--- config.mk ---
export PLATFORM = sky130hd
export DESIGN_NAME = sltx_top
export DESIGN_NICKNAME = d
export VERILOG_FILES = /design/src/sltx_pkg.sv /design/src/sltx_top.sv
export VERILOG_INCLUDE_DIRS = /design/src
export SDC_FILE = /design/constraint.sdc
export NUM_CORES = 1
export LEC_CHECK = 0
export ABC_AREA = 1
export BUFFER_PORTS_ARGS = -buffer_cell sky130_fd_sc_hd__buf_4
export CORE_MARGIN = 4
export CORE_UTILIZATION = 59
export CTS_BUF_LIST = sky130_fd_sc_hd__clkbuf_8
export DETAILED_ROUTE_END_ITERATION = 12
export HOLD_SLACK_MARGIN = 0.08
export PLACE_DENSITY = 0.87
export SYNTH_ARGS = -nofsm -noshare
export SYNTH_HDL_FRONTEND = slang
export SYNTH_SLANG_ARGS = --single-unit
export TNS_END_PERCENT = 10
--- constraint.sdc ---
create_clock -name core_clk -period 2.3 [get_ports core_clk]
set_clock_uncertainty 0.1 [all_clocks]
set_input_delay 0.115 -clock core_clk [delete_from_list [all_inputs] [get_ports core_clk]]
set_output_delay 0.115 -clock core_clk [all_outputs]
set_load 0.005 [all_outputs]
--- src/sltx_map.svh ---
/*
 * offsets, fields, reset values and link constants of the transmitter.
 * assumes inclusion by bare name.
 */
`ifndef SLTX_MAP_SVH
`define SLTX_MAP_SVH

// register byte offsets
`define SLTX_CTRL_ADDR      8'h00
`define SLTX_KCFG_ADDR      8'h04
`define SLTX_STEP_ADDR      8'h08
`define SLTX_STAT_ADDR      8'h0C

// control register fields
`define SLTX_CTRL_SCR_BIT   0
`define SLTX_CTRL_TPAT_LSB  4
`define SLTX_CTRL_TPAT_W    3

// reset values
`define SLTX_CTRL_RST       32'h0000_0000
`define SLTX_K_RST          6'h20
`define SLTX_STEP_RST       16'h0001

// frame limits
`define SLTX_K_MIN          6'h09
`define SLTX_K_MAX          6'h20
`define SLTX_ILA_MF         2'h3
`define SLTX_SYNC_MIN       3'h4

// fixed link parameters, encoded
`define SLTX_LINE_RATIO     20
`define SLTX_ENC_F          8'h01
`define SLTX_ENC_L          5'h00
`define SLTX_ENC_M          8'h01
`define SLTX_ENC_N          5'h0F
`define SLTX_ENC_NP         5'h0F
`define SLTX_ENC_S          5'h00
`define SLTX_JESDV          3'h1
`define SLTX_SUBCLASS       3'h1
`define SLTX_FCHK_BASE      8'h22

// control characters and the D21.5 data character
`define SLTX_K28_5          8'hBC
`define SLTX_K28_0          8'h1C
`define SLTX_K28_3          8'h7C
`define SLTX_K28_4          8'h9C
`define SLTX_D21_5          8'hB5

`endif

--- src/sltx_pkg.sv ---
/*
 * types for the single-lane transport and alignment transmitter.
 * assumes sltx_map.svh is on the include path.
 */
package sltx_pkg;
    typedef enum logic [2:0] {
        SLTX_PAT_DATA,
        SLTX_PAT_D215,
        SLTX_PAT_K285,
        SLTX_PAT_ILA,
        SLTX_PAT_RAMP
    } sltx_pat_t;

    typedef enum {
        SLTX_ST_CGS,
        SLTX_ST_ILA,
        SLTX_ST_DATA
    } sltx_state_t;
endpackage : sltx_pkg

--- src/sltx_top.sv ---
/*
 * transport layer: frames samples, builds alignment, scrambles, test output.
 * assumes an octet-wide 8b/10b encoder downstream and an AXI4-Lite master.
 */
`include "sltx_map.svh"

// Notes on behaviour
// [RULE1] one lane at twenty times the sample rate.
// [RULE2] fixed frame: two octets, one sample.
// [RULE3] converter, resolution and control fields fixed.
// [RULE4] octets per frame two, sent as one.
// [RULE5] frames per multiframe 9 to 32, sent minus one.
// [RULE6] lanes sent as zero; lane id zero.
// [RULE7] resolution and sample bits sixteen, sent fifteen.
// [RULE8] samples per frame one, sent zero.
// [RULE9] converters one, field one.
// [RULE10] unused configuration fields sent zero.
// [RULE11] scrambling field mirrors the register bit.
// [RULE12] offset fields reduced by one.
// [RULE13] standard scrambler, off after reset, on by write.
// [RULE14] descrambler may lock early during alignment.
// [RULE15] alignment octets never scrambled.
// [RULE16] selector: D21.5, K28.5, endless alignment, ramp.
// [RULE17] D21.5 gives alternating line bits.
// [RULE18] transport, RPAT and JSPAT patterns not offered.
// [RULE19] ramp after alignment steps over both octets.
// [RULE20] checksum 34 plus encoded K plus scrambling, mod 256.
// [RULE21] alignment: four multiframes from boundary after sync release.
// [RULE22] sync low under four frames ignored.
module sltx_top (
    // clock and reset
    input  wire logic        core_clk,
    input  wire logic        rstn,
    // sample input, one 16-bit sample per frame
    input  wire logic [15:0] sample_data,
    // link sync request from receiver, asynchronous
    input  wire logic        link_sync_request_n,
    // octet stream to the 8b/10b encoder
    output logic [7:0]       lane_octet,
    output logic             lane_is_ctrl,
    output logic             lane_frame_start,
    // AXI4-Lite write address
    input  wire logic        s_axi_awvalid,
    output logic             s_axi_awready,
    input  wire logic [7:0]  s_axi_awaddr,
    // AXI4-Lite write data
    input  wire logic        s_axi_wvalid,
    output logic             s_axi_wready,
    input  wire logic [31:0] s_axi_wdata,
    input  wire logic [3:0]  s_axi_wstrb,
    // AXI4-Lite write response
    output logic             s_axi_bvalid,
    input  wire logic        s_axi_bready,
    output logic [1:0]       s_axi_bresp,
    // AXI4-Lite read address
    input  wire logic        s_axi_arvalid,
    output logic             s_axi_arready,
    input  wire logic [7:0]  s_axi_araddr,
    // AXI4-Lite read data
    output logic             s_axi_rvalid,
    input  wire logic        s_axi_rready,
    output logic [31:0]      s_axi_rdata,
    output logic [1:0]       s_axi_rresp
);

    // registers
    logic                    scr_en;
    sltx_pkg::sltx_pat_t     tpat;
    logic [5:0]              k_frames;
    logic [15:0]             ramp_step;

    // bus handshake state
    logic                    aw_held;
    logic                    w_held;
    logic [7:0]              aw_addr;
    logic [31:0]             w_data;
    logic [3:0]              w_strb;

    // link state
    sltx_pkg::sltx_state_t   state;
    logic                    sync_meta;
    logic                    sync_s;
    logic [2:0]              sync_low_cnt;
    logic                    sync_req;
    logic                    octet_sel;
    logic [5:0]              frame_cnt;
    logic [1:0]              mf_cnt;
    logic [14:0]             lfsr;
    logic [15:0]             ramp_val;
    logic [15:0]             held_sample;

    // configuration octets, encoded [RULE12]
    wire  [4:0]  k_enc    = 5'(k_frames - 6'h01);                  // [RULE5]
    wire  [7:0]  fchk     = 8'(`SLTX_FCHK_BASE + {3'h0, k_enc} + {7'h00, scr_en}); // [RULE20]
    wire  [7:0]  cfg_oct [0:13];
    assign cfg_oct[0]  = 8'h00;                                     // device id, [RULE10]
    assign cfg_oct[1]  = 8'h00;                                     // adjcnt, bank [RULE10]
    assign cfg_oct[2]  = 8'h00;                                     // adjdir, phadj, lid [RULE6]
    assign cfg_oct[3]  = {scr_en, 2'h0, `SLTX_ENC_L};               // [RULE11] [RULE6]
    assign cfg_oct[4]  = `SLTX_ENC_F;                               // [RULE4] [RULE2]
    assign cfg_oct[5]  = {3'h0, k_enc};                             // [RULE5]
    assign cfg_oct[6]  = `SLTX_ENC_M;                               // [RULE9] [RULE3]
    assign cfg_oct[7]  = {3'h0, `SLTX_ENC_N};                       // cs zero [RULE7] [RULE10]
    assign cfg_oct[8]  = {`SLTX_SUBCLASS, `SLTX_ENC_NP};            // [RULE7]
    assign cfg_oct[9]  = {`SLTX_JESDV, `SLTX_ENC_S};                // [RULE8]
    assign cfg_oct[10] = 8'h00;                                     // hd, cf zero [RULE10]
    assign cfg_oct[11] = 8'h00;                                     // reserved 1 [RULE10]
    assign cfg_oct[12] = 8'h00;                                     // reserved 2 [RULE10]
    assign cfg_oct[13] = fchk;                                      // [RULE20]

    // frame and multiframe boundaries; two octets per frame [RULE2] [RULE1]
    wire         frame_end = octet_sel;
    wire         mf_end    = frame_end && (frame_cnt == 6'(k_frames - 6'h01));
    wire         ila_done  = mf_end && (mf_cnt == `SLTX_ILA_MF);    // [RULE21]

    // alignment octet at current position
    wire  [6:0]  oct_idx   = {frame_cnt, octet_sel};
    wire         ila_last  = (oct_idx == 7'({k_frames, 1'b0} - 7'h01));
    wire         ila_cfg   = (mf_cnt == 2'h1) && (oct_idx >= 7'h02) && (oct_idx < 7'h10);
    wire  [3:0]  cfg_sel   = 4'(oct_idx - 7'h02);
    logic [7:0]  ila_oct;
    logic        ila_k;
    always_comb begin
        ila_oct = 8'(oct_idx);
        ila_k   = 1'b0;
        if (oct_idx == 7'h00) begin
            ila_oct = `SLTX_K28_0;
            ila_k   = 1'b1;
        end else if ((mf_cnt == 2'h1) && (oct_idx == 7'h01)) begin
            ila_oct = `SLTX_K28_4;
            ila_k   = 1'b1;
        end else if (ila_last) begin
            ila_oct = `SLTX_K28_3;
            ila_k   = 1'b1;
        end else if (ila_cfg) begin
            ila_oct = cfg_oct[cfg_sel];
        end
    end

    // payload select and scrambler [RULE13]
    wire  [15:0] src_word  = (tpat == sltx_pkg::SLTX_PAT_RAMP) ? ramp_val : held_sample; // [RULE19]
    wire  [7:0]  raw_oct   = octet_sel ? src_word[7:0] : src_word[15:8];
    logic [14:0] next_lfsr;
    logic [7:0]  scr_oct;
    always_comb begin
        next_lfsr = lfsr;
        scr_oct   = 8'h00;
        for (int i = 7; i >= 0; i--) begin
            scr_oct[i] = raw_oct[i] ^ next_lfsr[13] ^ next_lfsr[14];
            next_lfsr  = {next_lfsr[13:0], scr_oct[i]};
        end
    end

    // register bus decode
    wire         wr_go   = aw_held && w_held && !s_axi_bvalid;
    wire         wr_ctrl = wr_go && (aw_addr == `SLTX_CTRL_ADDR);
    wire         wr_k    = wr_go && (aw_addr == `SLTX_KCFG_ADDR);
    wire         wr_step = wr_go && (aw_addr == `SLTX_STEP_ADDR);
    wire         wr_ok   = wr_ctrl || wr_k || wr_step || (aw_addr == `SLTX_STAT_ADDR);
    wire  [2:0]  new_pat = w_data[`SLTX_CTRL_TPAT_LSB +: `SLTX_CTRL_TPAT_W];
    wire  [5:0]  new_k   = w_data[5:0];
    wire         k_legal = (new_k >= `SLTX_K_MIN) && (new_k <= `SLTX_K_MAX);
    wire         rd_go   = s_axi_arvalid && !s_axi_rvalid;
    logic [31:0] rd_data;
    logic        rd_ok;
    always_comb begin
        rd_data = 32'h0000_0000;
        rd_ok   = 1'b1;
        if (s_axi_araddr == `SLTX_CTRL_ADDR) begin
            rd_data = {25'h0, tpat, 3'h0, scr_en};
        end else if (s_axi_araddr == `SLTX_KCFG_ADDR) begin
            rd_data = {26'h0, k_frames};
        end else if (s_axi_araddr == `SLTX_STEP_ADDR) begin
            rd_data = {16'h0, ramp_step};
        end else if (s_axi_araddr == `SLTX_STAT_ADDR) begin
            rd_data = {20'h0, mf_cnt, frame_cnt, 1'b0, sync_req, 2'(state)};
        end else begin
            rd_ok   = 1'b0;
        end
    end

    // AXI write side
    always_ff @(posedge core_clk) begin
        if (!rstn) begin
            aw_held       <= 1'b0;
            w_held        <= 1'b0;
            aw_addr       <= 8'h00;
            w_data        <= 32'h0000_0000;
            w_strb        <= 4'h0;
            s_axi_awready <= 1'b0;
            s_axi_wready  <= 1'b0;
            s_axi_bvalid  <= 1'b0;
            s_axi_bresp   <= 2'h0;
        end else begin
            s_axi_awready <= !aw_held && !s_axi_awready && s_axi_awvalid;
            s_axi_wready  <= !w_held && !s_axi_wready && s_axi_wvalid;
            if (s_axi_awvalid && s_axi_awready) begin
                aw_held <= 1'b1;
                aw_addr <= {s_axi_awaddr[7:2], 2'h0};
            end
            if (s_axi_wvalid && s_axi_wready) begin
                w_held <= 1'b1;
                w_data <= s_axi_wdata;
                w_strb <= s_axi_wstrb;
            end
            if (wr_go) begin
                s_axi_bvalid <= 1'b1;
                s_axi_bresp  <= wr_ok ? 2'h0 : 2'h2;
            end else if (s_axi_bvalid && s_axi_bready) begin
                s_axi_bvalid <= 1'b0;
                aw_held      <= 1'b0;
                w_held       <= 1'b0;
            end
        end
    end

    // AXI read side
    always_ff @(posedge core_clk) begin
        if (!rstn) begin
            s_axi_arready <= 1'b0;
            s_axi_rvalid  <= 1'b0;
            s_axi_rdata   <= 32'h0000_0000;
            s_axi_rresp   <= 2'h0;
        end else begin
            s_axi_arready <= rd_go && !s_axi_arready;
            if (s_axi_arvalid && s_axi_arready) begin
                s_axi_rvalid <= 1'b1;
                s_axi_rdata  <= rd_data;
                s_axi_rresp  <= rd_ok ? 2'h0 : 2'h2;
            end else if (s_axi_rvalid && s_axi_rready) begin
                s_axi_rvalid <= 1'b0;
            end
        end
    end

    // bad pattern codes and K dropped [RULE18]
    wire  [31:0] ctrl_rst = `SLTX_CTRL_RST;
    always_ff @(posedge core_clk) begin
        if (!rstn) begin
            scr_en    <= ctrl_rst[`SLTX_CTRL_SCR_BIT];                    // [RULE13]
            tpat      <= sltx_pkg::SLTX_PAT_DATA;
            k_frames  <= `SLTX_K_RST;
            ramp_step <= `SLTX_STEP_RST;
        end else begin
            if (wr_ctrl && w_strb[0]) begin
                scr_en <= w_data[`SLTX_CTRL_SCR_BIT];                     // [RULE13]
                if (new_pat <= 3'(sltx_pkg::SLTX_PAT_RAMP)) begin
                    tpat <= sltx_pkg::sltx_pat_t'(new_pat);               // [RULE16]
                end
            end
            if (wr_k && w_strb[0] && k_legal) begin
                k_frames <= new_k;                                        // [RULE5]
            end
            if (wr_step) begin
                if (w_strb[0]) ramp_step[7:0]  <= w_data[7:0];
                if (w_strb[1]) ramp_step[15:8] <= w_data[15:8];
            end
        end
    end

    // sync request: two flops, then a low must last four frames [RULE22]
    always_ff @(posedge core_clk) begin
        if (!rstn) begin
            sync_meta    <= 1'b1;
            sync_s       <= 1'b1;
            sync_low_cnt <= 3'h0;
            sync_req     <= 1'b0;
        end else begin
            sync_meta <= link_sync_request_n;
            sync_s    <= sync_meta;
            if (sync_s) begin
                sync_low_cnt <= 3'h0;
                sync_req     <= 1'b0;
            end else if (frame_end && (sync_low_cnt != `SLTX_SYNC_MIN)) begin
                sync_low_cnt <= 3'(sync_low_cnt + 3'h1);
            end else if (sync_low_cnt == `SLTX_SYNC_MIN) begin
                sync_req     <= 1'b1;                                     // [RULE22]
            end
        end
    end

    // frame counters and link state
    always_ff @(posedge core_clk) begin
        if (!rstn) begin
            octet_sel   <= 1'b0;
            frame_cnt   <= 6'h00;
            mf_cnt      <= 2'h0;
            state       <= sltx_pkg::SLTX_ST_CGS;
            held_sample <= 16'h0000;
        end else begin
            octet_sel <= !octet_sel;
            if (frame_end) begin
                held_sample <= sample_data;
                frame_cnt   <= mf_end ? 6'h00 : 6'(frame_cnt + 6'h01);
            end
            case (state)
                sltx_pkg::SLTX_ST_CGS: begin
                    mf_cnt <= 2'h0;
                    if (mf_end && !sync_req && (tpat != sltx_pkg::SLTX_PAT_K285)
                        && (tpat != sltx_pkg::SLTX_PAT_D215)) begin
                        state <= sltx_pkg::SLTX_ST_ILA;                    // [RULE21]
                    end
                end
                sltx_pkg::SLTX_ST_ILA: begin
                    if (sync_req) begin
                        state <= sltx_pkg::SLTX_ST_CGS;
                    end else if (mf_end) begin
                        mf_cnt <= 2'(mf_cnt + 2'h1);
                        if (ila_done && (tpat != sltx_pkg::SLTX_PAT_ILA)) begin
                            state <= sltx_pkg::SLTX_ST_DATA;              // [RULE21] [RULE16]
                        end
                    end
                end
                sltx_pkg::SLTX_ST_DATA: begin
                    if (sync_req || (tpat == sltx_pkg::SLTX_PAT_K285)
                        || (tpat == sltx_pkg::SLTX_PAT_D215)
                        || (tpat == sltx_pkg::SLTX_PAT_ILA)) begin
                        state <= sltx_pkg::SLTX_ST_CGS;                   // [RULE16]
                    end
                end
                default: state <= sltx_pkg::SLTX_ST_CGS;
            endcase
        end
    end

    // scrambler runs through alignment for early lock; octets stay plain
    always_ff @(posedge core_clk) begin
        if (!rstn) begin
            lfsr             <= 15'h7FFF;
            ramp_val         <= 16'h0000;
            lane_octet       <= `SLTX_K28_5;
            lane_is_ctrl     <= 1'b1;
            lane_frame_start <= 1'b0;
        end else begin
            lane_frame_start <= !octet_sel;
            if (state == sltx_pkg::SLTX_ST_DATA) begin
                lane_octet   <= scr_en ? scr_oct : raw_oct;               // [RULE13]
                lane_is_ctrl <= 1'b0;
                lfsr         <= next_lfsr;
                if (frame_end) begin
                    ramp_val <= 16'(ramp_val + ramp_step);                 // [RULE19]
                end
            end else if (state == sltx_pkg::SLTX_ST_ILA) begin
                lane_octet   <= ila_oct;                                  // [RULE15]
                lane_is_ctrl <= ila_k;
                lfsr         <= scr_en ? next_lfsr : lfsr;                // [RULE14]
                ramp_val     <= 16'h0000;
            end else if (tpat == sltx_pkg::SLTX_PAT_D215) begin
                lane_octet   <= `SLTX_D21_5;                              // [RULE17]
                lane_is_ctrl <= 1'b0;
            end else begin
                lane_octet   <= `SLTX_K28_5;                              // [RULE16]
                lane_is_ctrl <= 1'b1;
            end
        end
    end

endmodule : sltx_top

Word level (Yosys, flattened, before mapping)
Cells that the tools add are included.

Register bits after elaboration: 196. Latch bits: 0. RAM bits: 0. Memory bits (read-only): 0. Input bits: 76. Word-level logic and storage cells: 214. Memories kept: 0.

Add/subtract/negate cells: 9. Multipliers: 0. Div/mod/pow operators: 0. $lt $le $gt $ge: 6. Equal/unequal tests: 31. Shift-type cells: 0. Muxes and demuxes: 55. Bitwise gates (word level): 19. Reductions and logical operators: 63.

Operators by type and width (count): $mux 32 (5); $mux 16 (7); $pmux 32 s3 (1); $mux 8 (10); $eq 32x2->1 const B (2); $mux 15 (3); $bmux 8 s4 (1); $eq 32x1->1 const B (1); $eq 32x3->1 const B (1); $logic_not 32->1 (1); $logic_and 1x1->1 (30); $mux 1 (20); $add 16x16->16 (1); $eq 8x4->1 const B (2); $logic_not 8->1 (2); $xor 1x1->1 (16); $eq 6x2->1 const B (2); $mux 12 (1); $reduce_and 2->1 (6); $ne 2x2->1 const B (5); $reduce_bool 2->1 (5); $logic_not 1->1 (9); $ne 3x3->1 const B (3); $add 7x1->8 (1); 36 further kinds (48).

Depth between registers and ports, before layout
Gate-level depths: netlist of run 1.

Word-level depth: 12. Mapped depth: 16. Mapped depth without buffers: 15.

Least setup slack after synthesis of run 1
Ideal clock, no wire load.

Kind: register -> register. From: reg k_frames[0]. To: reg mf_cnt[1]. Setup time: 0.070 ns. Arrival time: 1.744 ns. Required time: 2.130 ns. Path slack: 0.385 ns. Cell stages (with the launch flop): 15. Buffers on the path: 0. Clock period less this slack: 1.915 ns. Cell sequence: dfxtp_1 inv_2 ha_1 nand2_1 inv_1 nor2_1 nand2_1 nor2_1 nand2_1 nor2_4 nand2_4 clkinv_2 nand2_2 or2_0 a21oi_1.

Longest elaborated chain between the ends: 5.

RTL lines: from (decl) (line sltx_top.sv:69) `logic [5:0] k_frames;`; from (signal assigned) (line sltx_top.sv:242) `` k_frames <= `SLTX_K_RST; ``; from (signal assigned) (line sltx_top.sv:252) `k_frames <= new_k;`; $sub 6x1->6 (line sltx_top.sv:113) `wire mf_end = frame_end && (frame_cnt == 6'(k_frames - 6'h01));`; $eq 6x6->1 (line sltx_top.sv:113); $logic_and 1x1->1 (line sltx_top.sv:113); $ne 2x2->1 (no line); $reduce_and 3->1 (no line); to (signal assigned) (line sltx_top.sv:308) `mf_cnt <= 2'(mf_cnt + 2'h1);`; to (decl) (line sltx_top.sv:87) `logic [1:0] mf_cnt;`.

No other way between the ends. A chain may end at the register's enable or synchronous reset.

Worst setup path after layout of run 1
From: reg ramp_val[0]. To: reg ramp_val[10].

Longest elaborated chain between the ends: 3.

RTL lines: from (decl) (line sltx_top.sv:89) `logic [15:0] ramp_val;`; from (signal assigned) (line sltx_top.sv:341) `ramp_val <= 16'(ramp_val + ramp_step);`; $add 16x16->16 (line sltx_top.sv:341); $mux 16 (line sltx_top.sv:340) `if (frame_end) begin`; $mux 16 (line sltx_top.sv:336) `if (state == sltx_pkg::SLTX_ST_DATA) begin`.

No other way between the ends. The select of a mux whose other input is x is not followed.

==> run summary, run 1 <==
status -> completed
fraction of final layout cells with drive strength greater than 1 -> 13.6%
largest net degree at the start of global routing -> 50
starting DRC count in detailed routing -> 861
Diodes inserted -> 0
DR pass1 iterations -> 6
Initial Util -> 60.5%
leak pwr -> 0.00425 uW
CTS root buf -> clkbuf_8
Ys Warns -> 0
H-Tree Depth -> 4
Final Slew Violations -> 0
Worst EP arrival -> 2.45 ns
Setup TNS -> 0 ns
Final Hold Fails -> 0
Avg Synthesized Cell Area -> 7.00 um^2
register area share after synthesis -> 38.8%
crit path time final -> 2.14 ns
DRC Markers -> 0
GRT Util Overall -> 30.3%
required time worst endpoint -> 2.60 ns
hold path startpoint -> s_axi_araddr[2]
hold depth -> 6
PwrDens -> 539 nW/um^2
Post-Syn Area -> 7630 um^2
Setup Fix Bufs, Post-CTS -> 0
Max Clk Rate -> 466 MHz
Setup Slack @ Placement -> 0.208 ns
gr ovfl total -> 0
Clock Sinks -> 148
Layout Nets -> 1346
RSZ-0062 raised after global routing -> no
CTS tree -> built
Reg clk slew, reported paths -> 0.09 ns
gp weighted congestion -> 0.949
r2r setup slk -> 0.16 ns
Setup violations, final -> 0
Hold/Removal Path Class -> input port to flip-flop
crit path kind -> flip-flop to flip-flop
fin cells -> 1426
flop and latch count out of synthesis -> 148
IO Count -> 127
Crit. End Element -> flip-flop
startpoint types -> flip-flop
crit share post-route -> 93.2%
Slew headroom -> 54.5%
Die Y -> 122 um
clock buffer depth -> 2
post-route ant nets -> 0
wire length of the first global-routing pass -> 35500 um
maxcap violations -> 0
row count -> 41
vias per cell -> 5.52
WL per Instance -> 15.7 um
worst-skew pair later-pin latency -> 0.47 ns
crit path max fanout -> 5
Worst R2R End -> ramp_val[10]
TritonCTS buffer count -> 17
CORE AREA -> 12600 um^2
DP HPWL -> 14600 um
VDD IR max -> 0.000473 V
Die Span X -> 122 um
antenna violations before repair -> 0
Final Util -> 75.0%
placed cells -> 1329
fin worst setup slack -> 0.156 ns
Reg2Reg Depth -> 10
Syn Inst Count -> 1091
I/O Buffers -> 88
vias -> 7872
area delta synth->final -> 24.0%
Die Area -> 14800 um^2
library cells used by synthesis -> 45
final WL -> 22300 um
Worst Tran Pin Value -> 0.677 ns
number of global-route vias before repair -> 7404
Critical R2R Launch -> ramp_val[0]
hold path endpoint -> s_axi_rdata[6]
## through the flow
step	power (uW)	hold slack, ns	area, um^2
2_1_floorplan	2990	0.122	7700
3_3_place_gp	3130	0.219	8440
3_5_place_dp	3150	0.224	8440
4_1_cts	5070	0.103	9450
5_1_grt	5270	0.200	9470
6_report	5110	0.114	9470
## synthesized netlist by cell type, drive strengths merged
library cell / instances / area [um^2]
conb: 1 / 3.75
dfxtp: 148 / 2960
o211a: 7 / 70.1
and3b: 1 / 8.76
a311oi: 1 / 8.76
a31oi: 6 / 37.5
nor4: 3 / 25.0
o21bai: 1 / 7.51
xor2: 20 / 175
clkinv: 1 / 5.00
o31ai: 3 / 22.5
a22oi: 1 / 7.51
or2: 19 / 119
buf: 30 / 198
nand3b: 3 / 22.5
a21oi: 122 / 611
nor2: 130 / 503
o21ai: 109 / 546
nor3: 8 / 51.3
o211ai: 8 / 60.1
inv: 109 / 409
nand3: 56 / 285
a211oi: 2 / 15.0
clkbuf: 27 / 101
ha: 27 / 338
o21a: 1 / 7.51
o221ai: 2 / 17.5
nand2: 219 / 835
fa: 1 / 20.0
nand4: 14 / 87.6
a21o: 5 / 37.5
o22ai: 6 / 37.5
## state kept, by name, summed over array words and instances (netlist names), 2 cells and up
| name | flops |
|---|---|
| aw_addr | 6 |
| tpat | 3 |
| lane_octet | 8 |
| frame_cnt | 6 |
| state | 2 |
| w_data | 16 |
| k_frames | 6 |
| ramp_step | 16 |
| ramp_val | 16 |
| s_axi_rdata | 16 |
| mf_cnt | 2 |
| held_sample | 16 |
| w_strb | 2 |
| sync_low_cnt | 3 |
| lfsr | 15 |
## worst max path at each step
| stage | from | end | slack, ns | depth (start not counted) |
|---|---|---|---|---|
| after floorplan | k_frames[0] | mf_cnt[1] | 0.39 | 14 |
| after global placement | k_frames[0] | mf_cnt[1] | 0.23 | 14 |
| after detailed placement | k_frames[0] | mf_cnt[1] | 0.21 | 14 |
| after global routing | ramp_val[0] | ramp_val[10] | 0.01 | 10 |
| after CTS | k_frames[0] | mf_cnt[1] | 0.20 | 14 |
| final | ramp_val[0] | ramp_val[10] | 0.16 | 10 |
## logic make-up after synthesis
family	share of synthesized area, %
xor+xnor	2.29
fa+ha+maj	4.69
buf+inv	9.34
simple gates	25.4
other cells	0.0491
flops	38.8
compound gates	19.5
## power breakdown
| part | switching, uW | total [uW] | internal, uW | leakage (uW) |
|---|---|---|---|---|
| Sequential | 37.9 | 2660 | 2620 | 0.00120 |
| Clock | 1020 | 1900 | 872 | 0.000189 |
| Combinational | 299 | 555 | 257 | 0.00286 |
## layout by cell type (no fill, tap or decap), types with 4 or more instances in the layout
cell type,netlist,final
nand2_1,216,216
dfxtp_1,148,148
nor2_1,126,125
a21oi_1,122,122
buf_4,20,104
inv_1,95,98
o21ai_0,90,90
dlygate4sd3_1,0,66
nand3_1,55,55
ha_1,27,26
xor2_1,20,20
o21ai_1,19,19
conb_1,1,18
clkbuf_8,0,18
inv_2,14,14
nand4_1,14,14
or2_2,10,10
o211ai_1,8,8
or2_1,8,8
nor3_1,7,7
o211a_1,7,7
o22ai_1,6,6
a31oi_1,6,6
a21o_1,5,5
nor2_2,3,4
## timing repair
action,CTS,global route
setup endpoints to repair,0,3
hold endpoints to repair,89,0
gates resized for setup,0,3
hold buffers,66,0
## critical path, cell delays in order (launching register included)
cell and delay [ns]:
dfxtp_1 0.33, ha_1 0.25, fa_1 0.43, nand3_1 0.09
nand3_1 0.17, nand2_1 0.10, nand2_1 0.10, a21oi_1 0.19
or2_2 0.13, nand3_1 0.06, a21oi_1 0.13
## final cells by class
class | count | area (um^2)
multi-input combinational | 793 | 4040
fill | 943 | 3150
sequential | 148 | 2960
timing repair buffer | 172 | 1480
inverter | 110 | 414
clock buffer | 18 | 248
tap | 172 | 215
clock inverter | 13 | 110
## per-layer routing
layer,vias to the layer above,global-route usage [%],part of all wire [%]
met5,-,0,0
met4,0,12.5,3.6
met1,3575,36.8,40
met2,351,53.2,50
met3,79,4.97,7.2
li1,3867,-,-
Power figures use the tool's default switching activity.
==> inputs of run 2 (changes only) <==
Settings changed: RECOVER_POWER set to 50.
==> run 2 against run 1 <==
  * Non-clock buffer count did not move
  * Register-to-register slack barely moved
  * First-iteration DRC count rose by 6.5%
  * Worst hold slack improved by 0.0018 ns
  * Cell count did not move
  * Die area did not move
  * Highest routed layer unchanged
==> run summary, run 2 (same netlist as run 1, synthesis figures left out) <==
status -> completed (unchanged)
GRT Util Overall -> 30.3% (unchanged)
Worst EP arrival -> 2.43 ns (was 2.45 ns)
Max Clk Rate -> 469 MHz (was 466 MHz)
DP HPWL -> 14600 um (unchanged)
clock buffer depth -> 2 (unchanged)
met2 Use GR -> 53.2% (unchanged)
placed cells -> 1329 (unchanged)
number of global-route vias before repair -> 7404 (unchanged)
CTS tree -> built (unchanged)
startpoint types -> flip-flop (unchanged)
hold depth -> 6 (unchanged)
Flop pwr share -> 52.0% (about the same)
vias per cell -> 5.54 (was 5.52)
post-route ant nets -> 0 (unchanged)
Die Span X -> 122 um (unchanged)
Net Sw Frac -> 26.6% (about the same)
crit path time final -> 2.13 ns (was 2.14 ns)
Die Area -> 14800 um^2 (unchanged)
Crit. End Element -> flip-flop (unchanged)
global-route met1 utilization -> 36.8% (unchanged)
Slowest cell on crit path -> fa_1 (unchanged)
worst-skew pair later-pin latency -> 0.47 ns (about the same)
gp weighted congestion -> 0.949 (unchanged)
r2r setup slk -> 0.17 ns (was 0.16 ns)
Setup TNS -> 0 ns (unchanged)
Worst Path Buf+Inv -> 0 (unchanged)
Reg clk slew, reported paths -> 0.09 ns (about the same)
RSZ-0062 raised after global routing -> no (unchanged)
Worst R2R End -> ramp_val[10] (unchanged)
Layout Nets -> 1346 (unchanged)
Sw Pwr -> 1360 uW (about the same)
Worst Tran Pin Value -> 0.664 ns (was 0.677 ns)
crit path kind -> flip-flop to flip-flop (unchanged)
Setup violations, final -> 0 (unchanged)
most frequent cells in the layout -> nand2_1, dfxtp_1, nor2_1 (unchanged)
fraction of final layout cells with drive strength greater than 1 -> 13.2% (was 13.6%)
WL per Instance -> 15.7 um (about the same)
TritonCTS buffer count -> 17 (unchanged)
I/O Buffers -> 88 (unchanged)
starting DRC count in detailed routing -> 917 (was 861)
fin cells -> 1426 (unchanged)
H-Tree Depth -> 4 (unchanged)
row count -> 41 (unchanged)
clock share of power -> 37.1% (about the same)
antenna violations before repair -> 0 (unchanged)
Reg2Reg Depth -> 10 (unchanged)
DRC Markers -> 0 (unchanged)
vias -> 7904 (was 7872)
required time worst endpoint -> 2.60 ns (about the same)
internal power -> 3750 uW (about the same)
hold path endpoint -> s_axi_rdata[6] (unchanged)
Diodes inserted -> 0 (unchanged)
Crit. Startpoint -> ramp_step[0] (was ramp_val[0])
CORE AREA -> 12600 um^2 (unchanged)
leak pwr -> 0.00421 uW (was 0.00425 uW)
Hold/Removal Path Class -> input port to flip-flop (unchanged)
busiest grt layer -> met2 (unchanged)
crit path max fanout -> 5 (unchanged)
wire length of the first global-routing pass -> 35500 um (unchanged)
Final Hold Fails -> 0 (unchanged)
max incr delay on CP -> 0.42 ns (was 0.43 ns)
IO Count -> 127 (unchanged)
area delta synth->final -> 23.7% (was 24.0%)
Final Slew Violations -> 0 (unchanged)
PwrDens -> 541 nW/um^2 (was 539 nW/um^2)
largest net degree at the start of global routing -> 50 (unchanged)
DR pass1 iterations -> 6 (unchanged)
CP most frequent cell -> nand3_1 (unchanged)
Initial Util -> 60.5% (unchanged)
Clock Sinks -> 148 (unchanged)
Die Y -> 122 um (unchanged)
most common cell after layout, fill and taps aside -> nand2_1 (unchanged)
Critical R2R Launch -> ramp_step[0] (was ramp_val[0])
final WL -> 22400 um (was 22300 um)
met3 Track Usage GR -> 4.97% (unchanged)
Comb power frac -> 10.9% (about the same)
crit share post-route -> 92.8% (was 93.2%)
Slew headroom -> 55.4% (was 54.5%)
VDD IR max -> 0.000474 V (was 0.000473 V)
hold path startpoint -> s_axi_araddr[2] (unchanged)
maxcap violations -> 0 (unchanged)
Top delay family on crit path -> adder cells (unchanged)
gr ovfl total -> 0 (unchanged)
Cell Chain, Critical Path -> ha_1 > fa_1 > nand3_1 > nand3_1 > nand2_1 > nand2_1 > a21oi_1 > or2_2 > nand3_1 > a21oi_1 (unchanged)
CTS root buf -> clkbuf_8 (unchanged)
==> run 2: cell types whose count changed in the layout (fill, tap and decap cells not counted) <==
cell,change
buf_4,-35
clkbuf_1,+6
clkbuf_2,+1
clkbuf_4,+28
==> run 2: worst register-to-register path, stage by stage, from the launching register on <==
cell and delay [ns]:
dfxtp_1 0.32, ha_1 0.26, fa_1 0.43, nand3_1 0.09, nand3_1 0.17, nand2_1 0.10
nand2_1 0.10, a21oi_1 0.19, or2_2 0.13, nand3_1 0.06, a21oi_1 0.12
==> run 2: per-layer routing <==
metal  vias to the layer above  share of wire, %
met3                        69               6.7
met4                         0               3.4
met2                       330                50
met1                      3634                40
met5                         -                 0
li1                       3871                 -
==> run 2: worst max path at each step <==
stage / end / slack (ns) / depth (start not counted)
floorplan: mf_cnt[1] / 0.39 / 14
global placement: mf_cnt[1] / 0.23 / 14
detailed placement: mf_cnt[1] / 0.21 / 14
CTS: mf_cnt[1] / 0.20 / 14
global route: ramp_val[10] / 0.01 / 10
finish: ramp_val[10] / 0.17 / 10
==> run 2: layout make-up <==
cell class / count / area [um^2]
sequential: 148 / 2960
clock inverter: 13 / 110
clock buffer: 18 / 248
fill: 949 / 3180
tap: 172 / 215
inverter: 110 / 414
multi-input combinational: 793 / 4040
timing repair buffer: 172 / 1460
==> run 2: power by group through the flow <==
stage	Clock (uW)	Sequential (uW)	Combinational [uW]
final	1900	2660	554
after global routing	2000	2660	606
after CTS	1890	2650	526
after detailed placement	0	2710	434
after global placement	0	2710	424
after floorplan	0	2700	288
==> run 2: through the flow <==
stage | power (uW) | setup WS, ns | cell area (um^2) | hold WS (ns) | util [%]
2_1_floorplan | 2990 | 0.385 | 7700 | 0.122 | -
3_3_place_gp | 3130 | 0.232 | 8440 | 0.219 | 66.8
3_5_place_dp | 3150 | 0.208 | 8440 | 0.224 | 66.8
4_1_cts | 5070 | 0.195 | 9450 | 0.103 | 74.9
5_1_grt | 5270 | 0.0128 | 9440 | 0.200 | 74.8
6_report | 5110 | 0.166 | 9440 | 0.116 | 74.8
==> run 2: timing repair <==
| action | in CTS | in global routing |
|---|---|---|
| hold endpoints to repair | 89 | 0 |
| setup buffers | 0 | 0 |
| setup endpoints to repair | 0 | 3 |
| hold buffers | 66 | 0 |
| gates resized for setup | 0 | 3 |
